[config.mk]
export PLATFORM = sky130hd
export DESIGN_NAME = lse_top
export DESIGN_NICKNAME = d
export VERILOG_FILES = /design/src/core/lse_pkg.sv /design/src/core/lse_top.sv
export VERILOG_INCLUDE_DIRS = /design/src /design/src/core
export SDC_FILE = /design/constraint.sdc
export NUM_CORES = 1
export LEC_CHECK = 0
export ABC_CLOCK_PERIOD_IN_PS = 10400
export BUFFER_PORTS_ARGS = -buffer_cell sky130_fd_sc_hd__buf_2
export CAP_MARGIN = 15
export CORE_MARGIN = 1
export CORE_UTILIZATION = 35
export CTS_CLUSTER_SIZE = 14
export DETAILED_ROUTE_END_ITERATION = 10
export GPL_ROUTABILITY_DRIVEN = 0
export MAX_ROUTING_LAYER = met4
export SYNTH_ARGS = -nofsm -noshare
export SYNTH_HDL_FRONTEND = slang
export SYNTH_HIERARCHICAL = 1
export SYNTH_SLANG_ARGS = --single-unit
[constraint.sdc]
create_clock -name ref_clk -period 10.4 [get_ports ref_clk]
set_input_delay 2.6 -clock ref_clk [delete_from_list [all_inputs] [get_ports ref_clk]]
set_output_delay 2.6 -clock ref_clk [all_outputs]
set_load 0.05 [all_outputs]
[src/core/lse_consts.svh]
`ifndef LSE_CONSTS_SVH
`define LSE_CONSTS_SVH

// Register byte offsets, one aligned word each
`define LSE_OFF_STATUS 6'h00
`define LSE_OFF_DATA 6'h04
`define LSE_OFF_CTRL1 6'h08
`define LSE_OFF_CTRL2 6'h0C
`define LSE_OFF_CTRL3 6'h10
`define LSE_OFF_CONV_BAUD 6'h14
`define LSE_OFF_EXT_RX 6'h18
`define LSE_OFF_EXT_TX 6'h1C
`define LSE_OFF_LIN_MANT 6'h20
`define LSE_OFF_LIN_FRAC 6'h24

// Field positions
`define LSE_ST_PE 0
`define LSE_ST_FE 1
`define LSE_ST_RECEIVE_DATA_FULL 5
`define LSE_ST_TRANSMIT_EMPTY 7
`define LSE_C1_PCE 2
`define LSE_C1_WORD_LEN 4
`define LSE_C2_SBK 0
`define LSE_C2_RE 2
`define LSE_C2_TE 3
`define LSE_C3_HDF 0
`define LSE_C3_CFG_LO 3
`define LSE_C3_CFG_HI 7

// Reset values
`define LSE_RST_BYTE 8'h00
`define LSE_RST_FRAC 4'h0

// Bit timing
`define LSE_OS_LAST 4'hF
`define LSE_OS_MID 4'h7
`define LSE_DATA_LAST 4'h7
`define LSE_LIN_BRK_BITS 4'hD
`define LSE_STD_BRK_BITS 4'hA
`define LSE_SYNCH_LAST_EDGE 3'h4
`define LSE_LIN_DIVIDER_STEP 13'h0010

// Header position after a break
`define LSE_HDR_NONE 2'h0
`define LSE_HDR_SYNCH 2'h1
`define LSE_HDR_IDENT 2'h2

`endif

[src/core/lse_pkg.sv]
package lse_pkg;
	typedef enum logic [2:0] {TX_IDLE, TX_START, TX_DATA, TX_BREAK, TX_STOP} lse_tx_state_t;
	typedef enum logic [2:0] {RX_IDLE, RX_START, RX_DATA, RX_STOP, RX_MEASURE} lse_rx_state_t;
	// LIN configuration held in the third control register
	typedef struct packed {
		logic lin_enable;
		logic slave_select;
		logic header_detect_method;
		logic header_irq_enable;
		logic auto_resync_enable;
	} lse_lin_cfg_t;
endpackage

[src/core/lse_top.sv]
// Overview of operation
// - Each extended prescaler divides the divide-by-16 output by its factor 1..255.
// - An extended generator runs only while its division register is nonzero.
// - After reset both extended division registers are zero, generators inactive.
// - LIN slave mode stops the conventional and extended generators.
// - LIN master: send_break produces thirteen low bits on the line.
// - LIN master takes its baud from conventional and extended prescalers.
// - LIN slave: send_break has no effect on the transmitter.
// - LIN slave: one LIN generator clocks both transmitter and receiver.
// - header_detect_method picks flagging after break or after identifier.
// - Break detection: break sets receive_data_full and loads 0x00 into data.
// - Break detection: break sets header_detected_flag in control register three.
// - Header interrupt needs header_irq_enable and both CPU mask bits clear.
// - Auto resync on: synch field measured, not loaded, receive_data_full untouched.
// - Auto resync off, break detection: synch field received as normal character, flag set.
// - LIN slave: framing_error reports all framing errors except breaks.
// - Identifier detection: flags set only after identifier, which sits in data.
// - During synch measurement receiver halts and nothing reaches the data register.
// - LIN slave with parity control checks identifier bits seven and eight.
// - LIN divider is 8.4 fixed point; rate is clock over sixteen times it.
`timescale 1ns/10ps
`include "lse_consts.svh"

module lse_ext_div (
	input wire logic ref_clk,
	input wire logic rst,
	input wire logic enable,
	input wire logic base_tick,
	input wire logic [7:0] factor,
	output logic rate_tick
);
	logic [7:0] cnt_reg;
	wire active = (factor != `LSE_RST_BYTE);
	wire at_end = (cnt_reg == factor - 8'h01);

	// Counter rests at zero when disabled or bypassed
	always_ff @(posedge ref_clk) begin
		if (rst || !enable || !active)
			cnt_reg <= `LSE_RST_BYTE;
		else if (base_tick)
			cnt_reg <= at_end ? `LSE_RST_BYTE : cnt_reg + 8'h01;
	end

	// Zero factor passes the divide-by-16 stage straight through
	assign rate_tick = enable && base_tick && (!active || at_end);

	a_ext_hold: assert property (@(posedge ref_clk) disable iff (rst)
		!enable |=> cnt_reg == `LSE_RST_BYTE) else $error("ext divider ran while disabled");
	a_ext_wrap: assert property (@(posedge ref_clk) disable iff (rst)
		(enable && active && base_tick && at_end && $stable(factor)) ##1 $stable(factor)
		|-> cnt_reg == `LSE_RST_BYTE) else $error("ext divider did not wrap");
endmodule // lse_ext_div

module lse_top (
	input wire logic ref_clk,
	input wire logic rst,
	input wire logic [5:0] avs_address,
	input wire logic avs_read,
	input wire logic avs_write,
	input wire logic [31:0] avs_writedata,
	input wire logic [3:0] avs_byteenable,
	output logic [31:0] avs_readdata,
	output logic avs_waitrequest,
	input wire logic [1:0] cpu_irq_mask,
	input wire logic rx_pin,
	output logic tx_pin,
	output logic header_irq
);
	// Bus handshake: one wait cycle, then the answer
	logic wait_reg;
	logic [31:0] rdata_reg;
	wire bus_req = avs_read || avs_write;
	wire wr_go = avs_write && !wait_reg && avs_byteenable[0];
	wire rd_go = avs_read && !wait_reg;
	wire wr_status = wr_go && (avs_address == `LSE_OFF_STATUS);
	wire wr_data = wr_go && (avs_address == `LSE_OFF_DATA);
	wire wr_ctrl1 = wr_go && (avs_address == `LSE_OFF_CTRL1);
	wire wr_ctrl2 = wr_go && (avs_address == `LSE_OFF_CTRL2);
	wire wr_ctrl3 = wr_go && (avs_address == `LSE_OFF_CTRL3);
	wire wr_conv = wr_go && (avs_address == `LSE_OFF_CONV_BAUD);
	wire wr_ext_rx = wr_go && (avs_address == `LSE_OFF_EXT_RX);
	wire wr_ext_tx = wr_go && (avs_address == `LSE_OFF_EXT_TX);
	wire wr_mant = wr_go && (avs_address == `LSE_OFF_LIN_MANT);
	wire wr_frac = wr_go && (avs_address == `LSE_OFF_LIN_FRAC);
	wire rd_data = rd_go && (avs_address == `LSE_OFF_DATA);
	wire [7:0] wbyte = avs_writedata[7:0];

	// Software-written configuration
	logic word_len_reg;
	logic parity_en_reg;
	logic tx_en_reg;
	logic rx_en_reg;
	logic send_break_reg;
	lse_pkg::lse_lin_cfg_t lin_cfg_reg;
	logic [7:0] conv_div_reg;
	logic [7:0] ext_rx_prescaler_reg;
	logic [7:0] ext_tx_prescaler_reg;
	logic [7:0] lin_div_mantissa_reg;
	logic [3:0] lin_div_fraction_reg;

	always_ff @(posedge ref_clk) begin
		if (rst) begin
			word_len_reg <= 1'b0;
			parity_en_reg <= 1'b0;
			tx_en_reg <= 1'b0;
			rx_en_reg <= 1'b0;
			send_break_reg <= 1'b0;
			lin_cfg_reg <= '0;
			conv_div_reg <= `LSE_RST_BYTE;
			ext_rx_prescaler_reg <= `LSE_RST_BYTE;
			ext_tx_prescaler_reg <= `LSE_RST_BYTE;
			lin_div_mantissa_reg <= `LSE_RST_BYTE;
			lin_div_fraction_reg <= `LSE_RST_FRAC;
		end else begin
			if (wr_ctrl1) begin
				word_len_reg <= wbyte[`LSE_C1_WORD_LEN];
				parity_en_reg <= wbyte[`LSE_C1_PCE];
			end
			if (wr_ctrl2) begin
				tx_en_reg <= wbyte[`LSE_C2_TE];
				rx_en_reg <= wbyte[`LSE_C2_RE];
				send_break_reg <= wbyte[`LSE_C2_SBK];
			end
			if (wr_ctrl3)
				lin_cfg_reg <= lse_pkg::lse_lin_cfg_t'(wbyte[`LSE_C3_CFG_HI:`LSE_C3_CFG_LO]);
			if (wr_conv)
				conv_div_reg <= wbyte;
			if (wr_ext_rx)
				ext_rx_prescaler_reg <= wbyte;
			if (wr_ext_tx)
				ext_tx_prescaler_reg <= wbyte;
			if (wr_mant)
				lin_div_mantissa_reg <= wbyte;
			if (wr_frac)
				lin_div_fraction_reg <= wbyte[3:0];
		end
	end

	wire lin_slave = lin_cfg_reg.lin_enable && lin_cfg_reg.slave_select;

	// Conventional prescaler and divide-by-16 stage, frozen in LIN slave mode
	logic [7:0] conv_cnt_reg;
	logic [3:0] div16_reg;
	wire pre_tick = !lin_slave && (conv_cnt_reg == conv_div_reg);
	wire base_tick = pre_tick && (div16_reg == `LSE_OS_LAST);
	always_ff @(posedge ref_clk) begin
		if (rst || lin_slave) begin
			conv_cnt_reg <= `LSE_RST_BYTE;
			div16_reg <= 4'h0;
		end else begin
			conv_cnt_reg <= pre_tick ? `LSE_RST_BYTE : conv_cnt_reg + 8'h01;
			if (pre_tick)
				div16_reg <= div16_reg + 4'h1;
		end
	end

	wire rx_ext_tick;
	wire tx_ext_tick;
	lse_ext_div u_rx_ext (
		.ref_clk(ref_clk),
		.rst(rst),
		.enable(!lin_slave),
		.base_tick(base_tick),
		.factor(ext_rx_prescaler_reg),
		.rate_tick(rx_ext_tick)
	);
	lse_ext_div u_tx_ext (
		.ref_clk(ref_clk),
		.rst(rst),
		.enable(!lin_slave),
		.base_tick(base_tick),
		.factor(ext_tx_prescaler_reg),
		.rate_tick(tx_ext_tick)
	);

	// LIN slave generator: fractional accumulator in sixteenths, ticks at clock over divider
	logic [11:0] lin_acc_reg;
	wire [11:0] lin_divider = {lin_div_mantissa_reg, lin_div_fraction_reg};
	wire [12:0] lin_sum = {1'b0, lin_acc_reg} + `LSE_LIN_DIVIDER_STEP;
	wire lin_run = lin_slave && (lin_div_mantissa_reg != `LSE_RST_BYTE);
	wire lin_tick = lin_run && (lin_sum >= {1'b0, lin_divider});
	always_ff @(posedge ref_clk) begin
		if (rst || !lin_run)
			lin_acc_reg <= 12'h000;
		else
			lin_acc_reg <= lin_tick ? 12'(lin_sum - {1'b0, lin_divider}) : lin_sum[11:0];
	end

	// One shared LIN tick replaces both prescaler outputs in slave mode
	wire rx_rate_tick = lin_slave ? lin_tick : rx_ext_tick;
	wire tx_rate_tick = lin_slave ? lin_tick : tx_ext_tick;

	// Transmitter
	lse_pkg::lse_tx_state_t tx_state_reg;
	logic [3:0] tx_os_reg;
	logic [3:0] tx_bit_reg;
	logic [3:0] tx_brk_len_reg;
	logic [7:0] tx_shift_reg;
	logic [7:0] tx_buf_reg;
	logic tx_empty_reg;
	logic brk_pend_reg;
	logic sbk_prev_reg;
	logic tx_pin_reg;
	wire tx_bit_end = tx_rate_tick && (tx_os_reg == `LSE_OS_LAST);
	wire tx_idle = (tx_state_reg == lse_pkg::TX_IDLE);
	wire brk_allow = !lin_slave;
	wire sbk_rise = send_break_reg && !sbk_prev_reg;
	wire brk_start = tx_idle && tx_en_reg && brk_pend_reg;
	wire tx_load = tx_idle && tx_en_reg && !brk_pend_reg && !tx_empty_reg;

	// Break is queued so that it follows the word in flight
	always_ff @(posedge ref_clk) begin
		if (rst) begin
			brk_pend_reg <= 1'b0;
			sbk_prev_reg <= 1'b0;
			tx_empty_reg <= 1'b1;
			tx_buf_reg <= `LSE_RST_BYTE;
		end else begin
			sbk_prev_reg <= send_break_reg;
			if (sbk_rise && brk_allow)
				brk_pend_reg <= 1'b1;
			else if (brk_start)
				brk_pend_reg <= 1'b0;
			if (wr_data)
				tx_buf_reg <= wbyte;
			tx_empty_reg <= tx_load ? 1'b1 : (wr_data ? 1'b0 : tx_empty_reg);
		end
	end

	always_ff @(posedge ref_clk) begin
		if (rst) begin
			tx_state_reg <= lse_pkg::TX_IDLE;
			tx_os_reg <= 4'h0;
			tx_bit_reg <= 4'h0;
			tx_brk_len_reg <= `LSE_STD_BRK_BITS;
			tx_shift_reg <= `LSE_RST_BYTE;
			tx_pin_reg <= 1'b1;
		end else begin
			tx_os_reg <= tx_idle ? 4'h0 : (tx_rate_tick ? tx_os_reg + 4'h1 : tx_os_reg);
			case (tx_state_reg)
				lse_pkg::TX_IDLE: begin
					tx_pin_reg <= 1'b1;
					tx_bit_reg <= 4'h0;
					if (brk_start) begin
						tx_state_reg <= lse_pkg::TX_BREAK;
						tx_brk_len_reg <= lin_cfg_reg.lin_enable ? `LSE_LIN_BRK_BITS
							: `LSE_STD_BRK_BITS;
						tx_pin_reg <= 1'b0;
					end else if (tx_load) begin
						tx_state_reg <= lse_pkg::TX_START;
						tx_shift_reg <= tx_buf_reg;
						tx_pin_reg <= 1'b0;
					end
				end
				lse_pkg::TX_START: begin
					if (tx_bit_end) begin
						tx_state_reg <= lse_pkg::TX_DATA;
						tx_pin_reg <= tx_shift_reg[0];
					end
				end
				lse_pkg::TX_DATA: begin
					if (tx_bit_end) begin
						if (tx_bit_reg == `LSE_DATA_LAST) begin
							tx_state_reg <= lse_pkg::TX_STOP;
							tx_pin_reg <= 1'b1;
						end else begin
							tx_shift_reg <= {1'b0, tx_shift_reg[7:1]};
							tx_pin_reg <= tx_shift_reg[1];
							tx_bit_reg <= tx_bit_reg + 4'h1;
						end
					end
				end
				lse_pkg::TX_BREAK: begin
					if (tx_bit_end) begin
						if (tx_bit_reg == tx_brk_len_reg - 4'h1) begin
							tx_state_reg <= lse_pkg::TX_STOP;
							tx_pin_reg <= 1'b1;
						end else
							tx_bit_reg <= tx_bit_reg + 4'h1;
					end
				end
				lse_pkg::TX_STOP: begin
					if (tx_bit_end)
						tx_state_reg <= lse_pkg::TX_IDLE;
				end
				default: tx_state_reg <= lse_pkg::TX_IDLE;
			endcase
		end
	end

	// Receive line synchroniser; the second stage feeds logic, the third only the falling-edge detect
	logic rx_meta_reg;
	logic rx_sync_reg;
	logic rx_prev_reg;
	always_ff @(posedge ref_clk) begin
		if (rst) begin
			rx_meta_reg <= 1'b1;
			rx_sync_reg <= 1'b1;
			rx_prev_reg <= 1'b1;
		end else begin
			rx_meta_reg <= rx_pin;
			rx_sync_reg <= rx_meta_reg;
			rx_prev_reg <= rx_sync_reg;
		end
	end

	// Receiver
	lse_pkg::lse_rx_state_t rx_state_reg;
	logic [3:0] rx_os_reg;
	logic [3:0] rx_bit_reg;
	logic [7:0] rx_shift_reg;
	logic rx_wait_high_reg;
	logic [1:0] hdr_pos_reg;
	logic [2:0] edge_cnt_reg;
	wire rx_bit_end = rx_rate_tick && (rx_os_reg == `LSE_OS_LAST);
	wire rx_done = (rx_state_reg == lse_pkg::RX_STOP) && rx_bit_end;
	wire char_break = (rx_shift_reg == `LSE_RST_BYTE) && !rx_sync_reg;
	wire in_hdr_brk = rx_done && lin_slave && char_break;
	wire in_synch = rx_done && lin_slave && !char_break && (hdr_pos_reg == `LSE_HDR_SYNCH);
	wire in_ident = rx_done && lin_slave && !char_break && (hdr_pos_reg == `LSE_HDR_IDENT);
	wire in_plain = rx_done && !in_hdr_brk && !in_synch && !in_ident;
	wire hdm = lin_cfg_reg.header_detect_method;
	wire fall_edge = rx_prev_reg && !rx_sync_reg;
	wire measure_end = (rx_state_reg == lse_pkg::RX_MEASURE) && fall_edge
		&& (edge_cnt_reg == `LSE_SYNCH_LAST_EDGE);

	// Data register load and flag sets per header position
	wire rdr_load = ((in_hdr_brk || in_synch) && !hdm) || in_ident || in_plain;
	wire hdf_set = (in_hdr_brk && !hdm) || (in_ident && hdm);
	wire fe_set = rx_done && !rx_sync_reg && !(lin_slave && char_break);
	wire id_p0 = rx_shift_reg[0] ^ rx_shift_reg[1] ^ rx_shift_reg[2] ^ rx_shift_reg[4];
	wire id_p1 = !(rx_shift_reg[1] ^ rx_shift_reg[3] ^ rx_shift_reg[4] ^ rx_shift_reg[5]);
	wire id_bad = (rx_shift_reg[6] != id_p0) || (rx_shift_reg[7] != id_p1);
	wire pe_set = in_ident && parity_en_reg && id_bad;

	always_ff @(posedge ref_clk) begin
		if (rst) begin
			rx_state_reg <= lse_pkg::RX_IDLE;
			rx_os_reg <= 4'h0;
			rx_bit_reg <= 4'h0;
			rx_shift_reg <= `LSE_RST_BYTE;
			rx_wait_high_reg <= 1'b0;
			edge_cnt_reg <= 3'h0;
		end else begin
			case (rx_state_reg)
				lse_pkg::RX_IDLE: begin
					rx_os_reg <= 4'h0;
					rx_bit_reg <= 4'h0;
					if (rx_sync_reg)
						rx_wait_high_reg <= 1'b0;
					else if (rx_en_reg && !rx_wait_high_reg)
						rx_state_reg <= lse_pkg::RX_START;
				end
				lse_pkg::RX_START: begin
					if (rx_rate_tick)
						rx_os_reg <= rx_os_reg + 4'h1;
					if (rx_rate_tick && rx_os_reg == `LSE_OS_MID) begin
						rx_os_reg <= 4'h0;
						rx_state_reg <= rx_sync_reg ? lse_pkg::RX_IDLE : lse_pkg::RX_DATA;
					end
				end
				lse_pkg::RX_DATA: begin
					if (rx_rate_tick)
						rx_os_reg <= rx_os_reg + 4'h1;
					if (rx_bit_end) begin
						rx_shift_reg <= {rx_sync_reg, rx_shift_reg[7:1]};
						rx_bit_reg <= rx_bit_reg + 4'h1;
						if (rx_bit_reg == `LSE_DATA_LAST)
							rx_state_reg <= lse_pkg::RX_STOP;
					end
				end
				lse_pkg::RX_STOP: begin
					if (rx_rate_tick)
						rx_os_reg <= rx_os_reg + 4'h1;
					if (rx_bit_end) begin
						rx_wait_high_reg <= !rx_sync_reg;
						edge_cnt_reg <= 3'h0;
						rx_state_reg <= (in_hdr_brk && lin_cfg_reg.auto_resync_enable)
							? lse_pkg::RX_MEASURE : lse_pkg::RX_IDLE;
					end
				end
				lse_pkg::RX_MEASURE: begin
					// Character machine idles here; the synch field never reaches the shifter
					if (fall_edge)
						edge_cnt_reg <= edge_cnt_reg + 3'h1;
					if (measure_end || !lin_slave || !rx_en_reg) begin
						rx_wait_high_reg <= 1'b1; // Last edge leaves the line low
						rx_state_reg <= lse_pkg::RX_IDLE;
					end
				end
				default: rx_state_reg <= lse_pkg::RX_IDLE;
			endcase
		end
	end

	// Header position: break counts as the first character
	always_ff @(posedge ref_clk) begin
		if (rst || !lin_slave)
			hdr_pos_reg <= `LSE_HDR_NONE;
		else if (in_hdr_brk)
			hdr_pos_reg <= `LSE_HDR_SYNCH;
		else if (in_synch || measure_end)
			hdr_pos_reg <= `LSE_HDR_IDENT;
		else if (in_ident)
			hdr_pos_reg <= `LSE_HDR_NONE;
	end

	// Receive data and sticky flags; a set in the clearing cycle wins
	logic [7:0] data_reg;
	logic receive_data_full_reg;
	logic framing_error_reg;
	logic parity_error_reg;
	logic header_detected_flag_reg;
	logic header_irq_reg;
	wire clr_fe = wr_status && wbyte[`LSE_ST_FE];
	wire clr_pe = wr_status && wbyte[`LSE_ST_PE];
	wire clr_hdf = wr_ctrl3 && wbyte[`LSE_C3_HDF];
	always_ff @(posedge ref_clk) begin
		if (rst) begin
			data_reg <= `LSE_RST_BYTE;
			receive_data_full_reg <= 1'b0;
			framing_error_reg <= 1'b0;
			parity_error_reg <= 1'b0;
			header_detected_flag_reg <= 1'b0;
			header_irq_reg <= 1'b0;
		end else begin
			if (rdr_load)
				data_reg <= rx_shift_reg;
			receive_data_full_reg <= rdr_load || (receive_data_full_reg && !rd_data);
			framing_error_reg <= fe_set || (framing_error_reg && !clr_fe);
			parity_error_reg <= pe_set || (parity_error_reg && !clr_pe);
			header_detected_flag_reg <= hdf_set || (header_detected_flag_reg && !clr_hdf);
			header_irq_reg <= header_detected_flag_reg && lin_cfg_reg.header_irq_enable
				&& (cpu_irq_mask == 2'b00);
		end
	end

	// Read mux; unmapped offsets read zero
	logic [7:0] rd_byte;
	always_comb begin
		rd_byte = `LSE_RST_BYTE;
		case (avs_address)
			`LSE_OFF_STATUS: rd_byte = {tx_empty_reg, 1'b0, receive_data_full_reg, 3'b000,
				framing_error_reg, parity_error_reg};
			`LSE_OFF_DATA: rd_byte = data_reg;
			`LSE_OFF_CTRL1: rd_byte = {3'b000, word_len_reg, 1'b0, parity_en_reg, 2'b00};
			`LSE_OFF_CTRL2: rd_byte = {4'h0, tx_en_reg, rx_en_reg, 1'b0, send_break_reg};
			`LSE_OFF_CTRL3: rd_byte = {lin_cfg_reg, 2'b00, header_detected_flag_reg};
			`LSE_OFF_CONV_BAUD: rd_byte = conv_div_reg;
			`LSE_OFF_EXT_RX: rd_byte = ext_rx_prescaler_reg;
			`LSE_OFF_EXT_TX: rd_byte = ext_tx_prescaler_reg;
			`LSE_OFF_LIN_MANT: rd_byte = lin_div_mantissa_reg;
			`LSE_OFF_LIN_FRAC: rd_byte = {4'h0, lin_div_fraction_reg};
			default: rd_byte = `LSE_RST_BYTE;
		endcase
	end

	// Waitrequest drops for exactly one cycle per request
	always_ff @(posedge ref_clk) begin
		if (rst) begin
			wait_reg <= 1'b1;
			rdata_reg <= 32'h00000000;
		end else begin
			wait_reg <= !(bus_req && wait_reg);
			if (bus_req && wait_reg)
				rdata_reg <= {24'h000000, rd_byte};
		end
	end

	assign avs_waitrequest = wait_reg;
	assign avs_readdata = rdata_reg;
	assign tx_pin = tx_pin_reg;
	assign header_irq = header_irq_reg;

	a_ext_reset: assert property (@(posedge ref_clk)
		$fell(rst) |-> ext_rx_prescaler_reg == `LSE_RST_BYTE && ext_tx_prescaler_reg == `LSE_RST_BYTE)
		else $error("extended prescalers not cleared by reset");
	a_slave_conv_off: assert property (@(posedge ref_clk) disable iff (rst)
		lin_slave |-> !base_tick && !rx_ext_tick && !tx_ext_tick)
		else $error("standard generators ran in slave mode");
	a_bypass_zero: assert property (@(posedge ref_clk) disable iff (rst)
		(!lin_slave && ext_rx_prescaler_reg == `LSE_RST_BYTE) |-> rx_rate_tick == base_tick)
		else $error("zero prescaler not bypassed");
	a_break_thirteen: assert property (@(posedge ref_clk) disable iff (rst)
		(brk_start && lin_cfg_reg.lin_enable) |=> tx_state_reg == lse_pkg::TX_BREAK
		&& tx_brk_len_reg == `LSE_LIN_BRK_BITS && !tx_pin_reg) else $error("LIN break not 13 bits");
	a_slave_no_break: assert property (@(posedge ref_clk) disable iff (rst)
		(lin_slave && !brk_pend_reg) ##1 lin_slave |-> !brk_pend_reg)
		else $error("slave queued a break");
	a_shared_tick: assert property (@(posedge ref_clk) disable iff (rst)
		lin_slave |-> rx_rate_tick == tx_rate_tick) else $error("slave rx and tx rates differ");
	a_break_header: assert property (@(posedge ref_clk) disable iff (rst)
		(in_hdr_brk && !hdm) |=> header_detected_flag_reg && receive_data_full_reg
		&& data_reg == `LSE_RST_BYTE) else $error("break header not flagged");
	a_ident_only: assert property (@(posedge ref_clk) disable iff (rst)
		(lin_slave && hdm && rx_done && !in_ident) |-> !hdf_set)
		else $error("header flagged before identifier");
	a_measure_halt: assert property (@(posedge ref_clk) disable iff (rst)
		(rx_state_reg == lse_pkg::RX_MEASURE) |=> $stable(data_reg) && !rdr_load)
		else $error("data moved during synch measurement");
	a_fe_no_break: assert property (@(posedge ref_clk) disable iff (rst)
		(in_hdr_brk && !framing_error_reg) |=> !framing_error_reg)
		else $error("break raised framing error");
	a_irq_gate: assert property (@(posedge ref_clk) disable iff (rst)
		(header_irq_reg && $past(cpu_irq_mask) != 2'b00) |-> 1'b0)
		else $error("header interrupt while masked");

	c_break_sent: cover property (@(posedge ref_clk) disable iff (rst)
		tx_state_reg == lse_pkg::TX_BREAK ##1 tx_state_reg == lse_pkg::TX_STOP);
	c_header_irq: cover property (@(posedge ref_clk) disable iff (rst) $rose(header_irq_reg));
	c_parity_bad: cover property (@(posedge ref_clk) disable iff (rst) pe_set);
	c_measure_done: cover property (@(posedge ref_clk) disable iff (rst) measure_end);
endmodule // lse_top

**After elaboration in Yosys (flattened, before gate mapping)**

Cells that the tools add are included.

- Register bits: 171

- Add/sub/neg operators: 14
- Multiplexer cells: 61
- Eq/ne operators: 52
- Reduce and logical (&&, ||, !) cells: 140
- Bitwise logic cells: 6
- $lt $le $gt $ge: 1

Operators with widths:

| operator | count |
|---|---|
| $pmux 8 s10 | 1 |
| $logic_and 1x1->1 | 64 |
| $mux 3 | 19 |
| $mux 8 | 6 |
| $ne 2x2->1 const B | 17 |
| $pmux 3 s5 | 2 |
| $mux 4 | 7 |
| $add 8x1->8 const B | 3 |
| $eq 6x5->1 const B | 4 |
| $eq 8x8->1 | 3 |
| $pmux 4 s3 | 2 |
| $reduce_bool 8->1 | 3 |
| $logic_not 1->1 | 23 |
| $add 4x1->4 const B | 5 |
| $logic_or 1x1->1 | 20 |
| $pmux 8 s2 | 1 |
| $sub 8x1->8 const B | 2 |
| $mux 1 | 15 |
| $reduce_and 5->1 | 3 |
| $reduce_and 7->1 | 2 |
| $add 12x5->13 const B | 1 |
| $ge 13x12->1 | 1 |
| $eq 3x2->1 const B | 4 |
| $eq 4x3->1 const B | 3 |
| other kinds (33) | 63 |

**Depth between registers and ports, before layout**

- Word-level depth: 17
- Depth in mapped cells: 15
- Gate-level depth less buffers: 12

**Hierarchy**

The synthesis kept the hierarchy.

Modules (own cells, without submodules):

| module | instances | area each (µm²) | cells each | sequential area each (µm²) |
|---|---|---|---|---|
| lse_top | 1 | 7971.4 | 929 | 3062.9 |
| lse_ext_div | 2 | 854.6 | 113 | 160.2 |

**Worst setup path before layout**

No wires, ideal clock.

- Path kind: input -> register
- Start: in avs_address[5]
- End: reg header_detected_flag_reg
- Setup time: 132 ps
- Data required time: 10268 ps
- Stages: 8
- Data arrival time: 4140 ps
- Slack: 6128 ps
- Cells stage by stage: nor3_1 and2_1 clkbuf_1 nand2_1 or3_1 clkbuf_1 o21ai_0 a21oi_1

- Longest elaborated chain between the ends: 6

RTL lines:

| what | line | RTL |
|---|---|---|
| start, declared | lse_top.sv:57 | `input wire logic [5:0] avs_address,` |
| $eq 6x5->1 | - |  |
| $logic_and 1x1->1 | lse_top.sv:79 | `` wire wr_ctrl3 = wr_go && (avs_address == `LSE_OFF_CTRL3); `` |
| $logic_and 1x1->1 | lse_top.sv:417 | `` wire clr_hdf = wr_ctrl3 && wbyte[`LSE_C3_HDF]; `` |
| $logic_not 1->1 | lse_top.sv:432 | `header_detected_flag_reg <= hdf_set \|\| (header_detected_flag_reg && !clr_hdf);` |
| $logic_and 1x1->1 | lse_top.sv:432 |  |
| $logic_or 1x1->1 | lse_top.sv:432 |  |
| end signal, assigned | lse_top.sv:432 |  |
| end, declared | lse_top.sv:413 | `logic header_detected_flag_reg;` |

Every way passes these cells.
A chain may end at the register's enable or synchronous reset.

**Final worst setup path**

- Start: reg lin_cfg_reg[4] (netlist name)
- End: reg data_reg[2]

- Longest elaborated chain between the ends: 16

RTL lines:

| what | line | RTL |
|---|---|---|
| start, declared | lse_top.sv:94 | `lse_pkg::lse_lin_cfg_t lin_cfg_reg;` |
| start signal, assigned | lse_top.sv:125 | `` lin_cfg_reg <= lse_pkg::lse_lin_cfg_t'(wbyte[`LSE_C3_CFG_HI:`LSE_C3_CFG_LO]); `` |
| $logic_and 1x1->1 * | lse_top.sv:139 | `wire lin_slave = lin_cfg_reg.lin_enable && lin_cfg_reg.slave_select;` |
| $logic_not 1->1 * | lse_top.sv:144 | `wire pre_tick = !lin_slave && (conv_cnt_reg == conv_div_reg);` |
| $logic_and 1x1->1 * | lse_top.sv:144 |  |
| $logic_and 1x1->1 * | lse_top.sv:145 | `` wire base_tick = pre_tick && (div16_reg == `LSE_OS_LAST); `` |
| via base_tick | lse_top.sv:145 |  |
| $logic_and 1x1->1 * (2 in a row) | lse_top.sv:45 | `assign rate_tick = enable && base_tick && (!active \|\| at_end);` |
| via rx_ext_tick | lse_top.sv:157 | `wire rx_ext_tick;` |
| $mux 1 * | lse_top.sv:190 | `wire rx_rate_tick = lin_slave ? lin_tick : rx_ext_tick;` |
| $logic_and 1x1->1 * | lse_top.sv:315 | `` wire rx_bit_end = rx_rate_tick && (rx_os_reg == `LSE_OS_LAST); `` |
| $logic_and 1x1->1 * | lse_top.sv:316 | `wire rx_done = (rx_state_reg == lse_pkg::RX_STOP) && rx_bit_end;` |
| $logic_and 1x1->1 | lse_top.sv:318, lse_top.sv:319, lse_top.sv:320 |  |
| $logic_and 1x1->1, on equally long branches | lse_top.sv:319, lse_top.sv:320, lse_top.sv:318 |  |
| $logic_and 1x1->1 or $logic_not 1->1 (tied branches) | lse_top.sv:319, lse_top.sv:321 |  |
| $logic_or 1x1->1 (tied with other cells) | lse_top.sv:328 | `wire rdr_load = ((in_hdr_brk \|\| in_synch) && !hdm) \|\| in_ident \|\| in_plain;` |
| $logic_and 1x1->1, on equally long branches | lse_top.sv:328, lse_top.sv:321 |  |
| $logic_or 1x1->1 or $logic_and 1x1->1 (tied branches) | lse_top.sv:328, lse_top.sv:321 |  |
| $logic_or 1x1->1 * | lse_top.sv:328 |  |
| end signal, assigned | lse_top.sv:420 | `` data_reg <= `LSE_RST_BYTE; `` |
| end signal, assigned | lse_top.sv:428 | `data_reg <= rx_shift_reg;` |
| end, declared | lse_top.sv:409 | `logic [7:0] data_reg;` |

Mark *: on every way through the listed nets, which the timed path passes. The rest lies on a longest branch.

==> qor.yml <==
cp_data_required_time_ps: 10690
synth_edf_count: 0
drtAntennaViolNets: 0
hold-path-endpoint: "rx_sync_reg"
reg2reg_slack_ps: 5800
worstSetupPathType: "register to register"
placementRows: 60
period_needed_ps: 4600
hp-start: "rx_meta_reg"
ys_seq_area_share_pct: 34.9
syn_area_um2: 9680
largest_register_ffs: 12
finClkSkew_ps: 12.0
yosys.area.top_type: "dfxtp_1"
grt_pass1_vias: 7631
cts_buffers: 17
ios: 84
synth_most_common_cell: "dfxtp_1"
avgViaCountPerCell: 5.44
yosysTopAreaCellShare_pct: 34.9
rsz0062_at_grt: "false"
r2r_end: "data_reg[2]"
wl_met2_mm: 11.1
critPathArrivalTime_ps: 4880
start_util_pct: 35.8
avgRoutedWirePerCell_um: 16.1
hold_viol: 0
dp_slack_ps: 5670
met3_wirelength_mm: 1.05
fmax_ghz: 0.218
slew_violations: 0
num_vias: 8189
grt_first_pass_wirelength_mm: 39.9
cts_setup_buffers: 0
hold-worst-slack_ps: 422
synthFlopType: "dfxtp_1"
dr.first_iter.drc_count: 736
synth_cell_type_count: 83
routed_wl_mm: 24.2
first_pass_iters: 6
ctsHoldBuffers: 0
relSlewSlack_pct: 28.6
hold_depth: 1
worstPathMaxFanout: 12
ys_seq_elements: 169
finalSetupTns_ps: 0
hp-class: "register to register"
clock_sinks: 169
coreArea_um2: 27000
yosysWarningCount: 6
drc: 0
grt_start_max_net_pins: 64
clk_pin_slew_ps: 70
power.density_nw_per_um2: 137
cts_tree: "yes"
p_leak_nw: 3.73
io_buffers: 32
grt_overflow: 0
avgSynthCellArea_um2: 8.38
async_flop_share_pct: 0
die_height_um: 168
fin_cells: 1506
htree_num_levels: 4
die_w_um: 168
period_share_pct: 44.2
place_inst: 1474
grt_usage_pct: 18.0
area_growth_syn_to_layout_pct: 9.18
startpoint_type: "register"
tightest_slew_ps: 1070
finalWorstSetupSlack_ps: 5800
synth_cells: 1155
endpoint_kind: "register"
antenna_cells: 0
yosys-top-cells-area: "dfxtp_1, mux2i_1, nor2_1"
cts_resized: 0
wl_met1_mm: 11.8
setup_viol: 0
drive_above_1_share_pct: 9.27
insertion_delay_ps: 430
cap_viol_max_count: 0
antenna_found_initial: 0
outcome: "finished clean"
cts_buffer_depth: 2
synth_common_cells: "dfxtp_1, nor2_1, nand2_1"
dp_hpwl_mm: 17.4
fin_nets: 1232
cts-root-buf: "clkbuf_16"
r2r.worst_path.cells: 9
highest_layer: "met4"
r2r_start: "lin_cfg_reg[4]"
dieArea_um2: 28300
peakVddDrop_v: 0.000136
[layout make-up]
type | instances | area [um^2]
fillers | 2716 | 16500
inverters | 45 | 169
clock inverters | 13 | 179
repair buffers | 35 | 185
multi-input cells | 884 | 5780
clock buffers | 19 | 443
well taps | 341 | 427
flip-flops and latches | 169 | 3380
[cell families (layout without fill, tap and decap cells)]
kind of cell | after synthesis | after routing | share of synthesized area, %
XOR/XNOR | 77 | 77 | 6.97
buffers and inverters | 125 | 112 | 6.20
other | 1 | 24 | 0.0387
AO/OA/AOI/OAI | 259 | 259 | 18.6
AND/OR/NAND/NOR | 418 | 418 | 20.7
multiplexers | 75 | 75 | 8.45
adder cells (fa/ha/maj) | 31 | 31 | 4.08
flip-flops | 169 | 169 | 34.9
[metrics by stage]
stage | util, % | area (um^2) | power, mW
floorplan | - | 9770 | 0.769
global placement | 36.8 | 9950 | 0.783
detailed placement | 36.8 | 9950 | 0.784
CTS | 39.1 | 10600 | 1.46
global route | 39.1 | 10600 | 1.50
finish | 39.1 | 10600 | 1.45
[where the power goes]
part	switching, mW	total [mW]	internal [mW]
Sequential	0.00957	0.663	0.654
Combinational	0.0755	0.106	0.0304
Clock	0.286	0.679	0.393
Total	0.371	1.45	1.08
[critical path, cell delays in order (launching register included)]
cell	delay [ps]
dfxtp_1	370
and2_1	340
nor4_1	940
and4_1	610
inv_1	230
a2111oi_2	510
nand2_1	240
a21oi_1	880
mux2i_1	280
nor2_1	60
[placed cells by master (no fill, tap or decap), types with 6 or more instances in the layout]
cell	instances
dfxtp_1	169
nor2_1	141
nand2_1	96
a21oi_1	81
mux2i_1	66
nand3_1	57
inv_1	43
xnor2_1	39
xor2_1	38
o21ai_0	32
buf_2	31
ha_1	30
nor3_1	25
a211oi_1	25
conb_1	24
clkbuf_16	17
nand4_1	14
o211ai_1	12
and3_1	9
nor2b_1	9
nand3b_1	8
a211o_1	8
nand2b_1	7
or2_2	7
a21boi_0	7
a31oi_1	7
a22oi_1	7
inv_6	7
nor4_1	6
or3_1	6
o2111ai_1	6
[per-layer routing]
layer,vias to the layer above,GRT usage (%)
met3,19,3.13
met1,3918,24.1
met5,-,-
li1,4079,-
met4,0,4.31
met2,173,28.1
[worst max path at each step]
stage                     cells after the start      startpoint  slack (ps)                        to
final                                         9  lin_cfg_reg[4]        5800               data_reg[2]
after global routing                          9  lin_cfg_reg[4]        5450               data_reg[1]
after CTS                                     9  lin_cfg_reg[4]        5760               data_reg[2]
after detailed placement                      6             rst        5670       u_rx_ext/cnt_reg[0]
after global placement                        5             rst        5700           conv_cnt_reg[3]
after floorplan                               8  avs_address[5]        6130  header_detected_flag_reg
(Power assumes the default switching activity.)
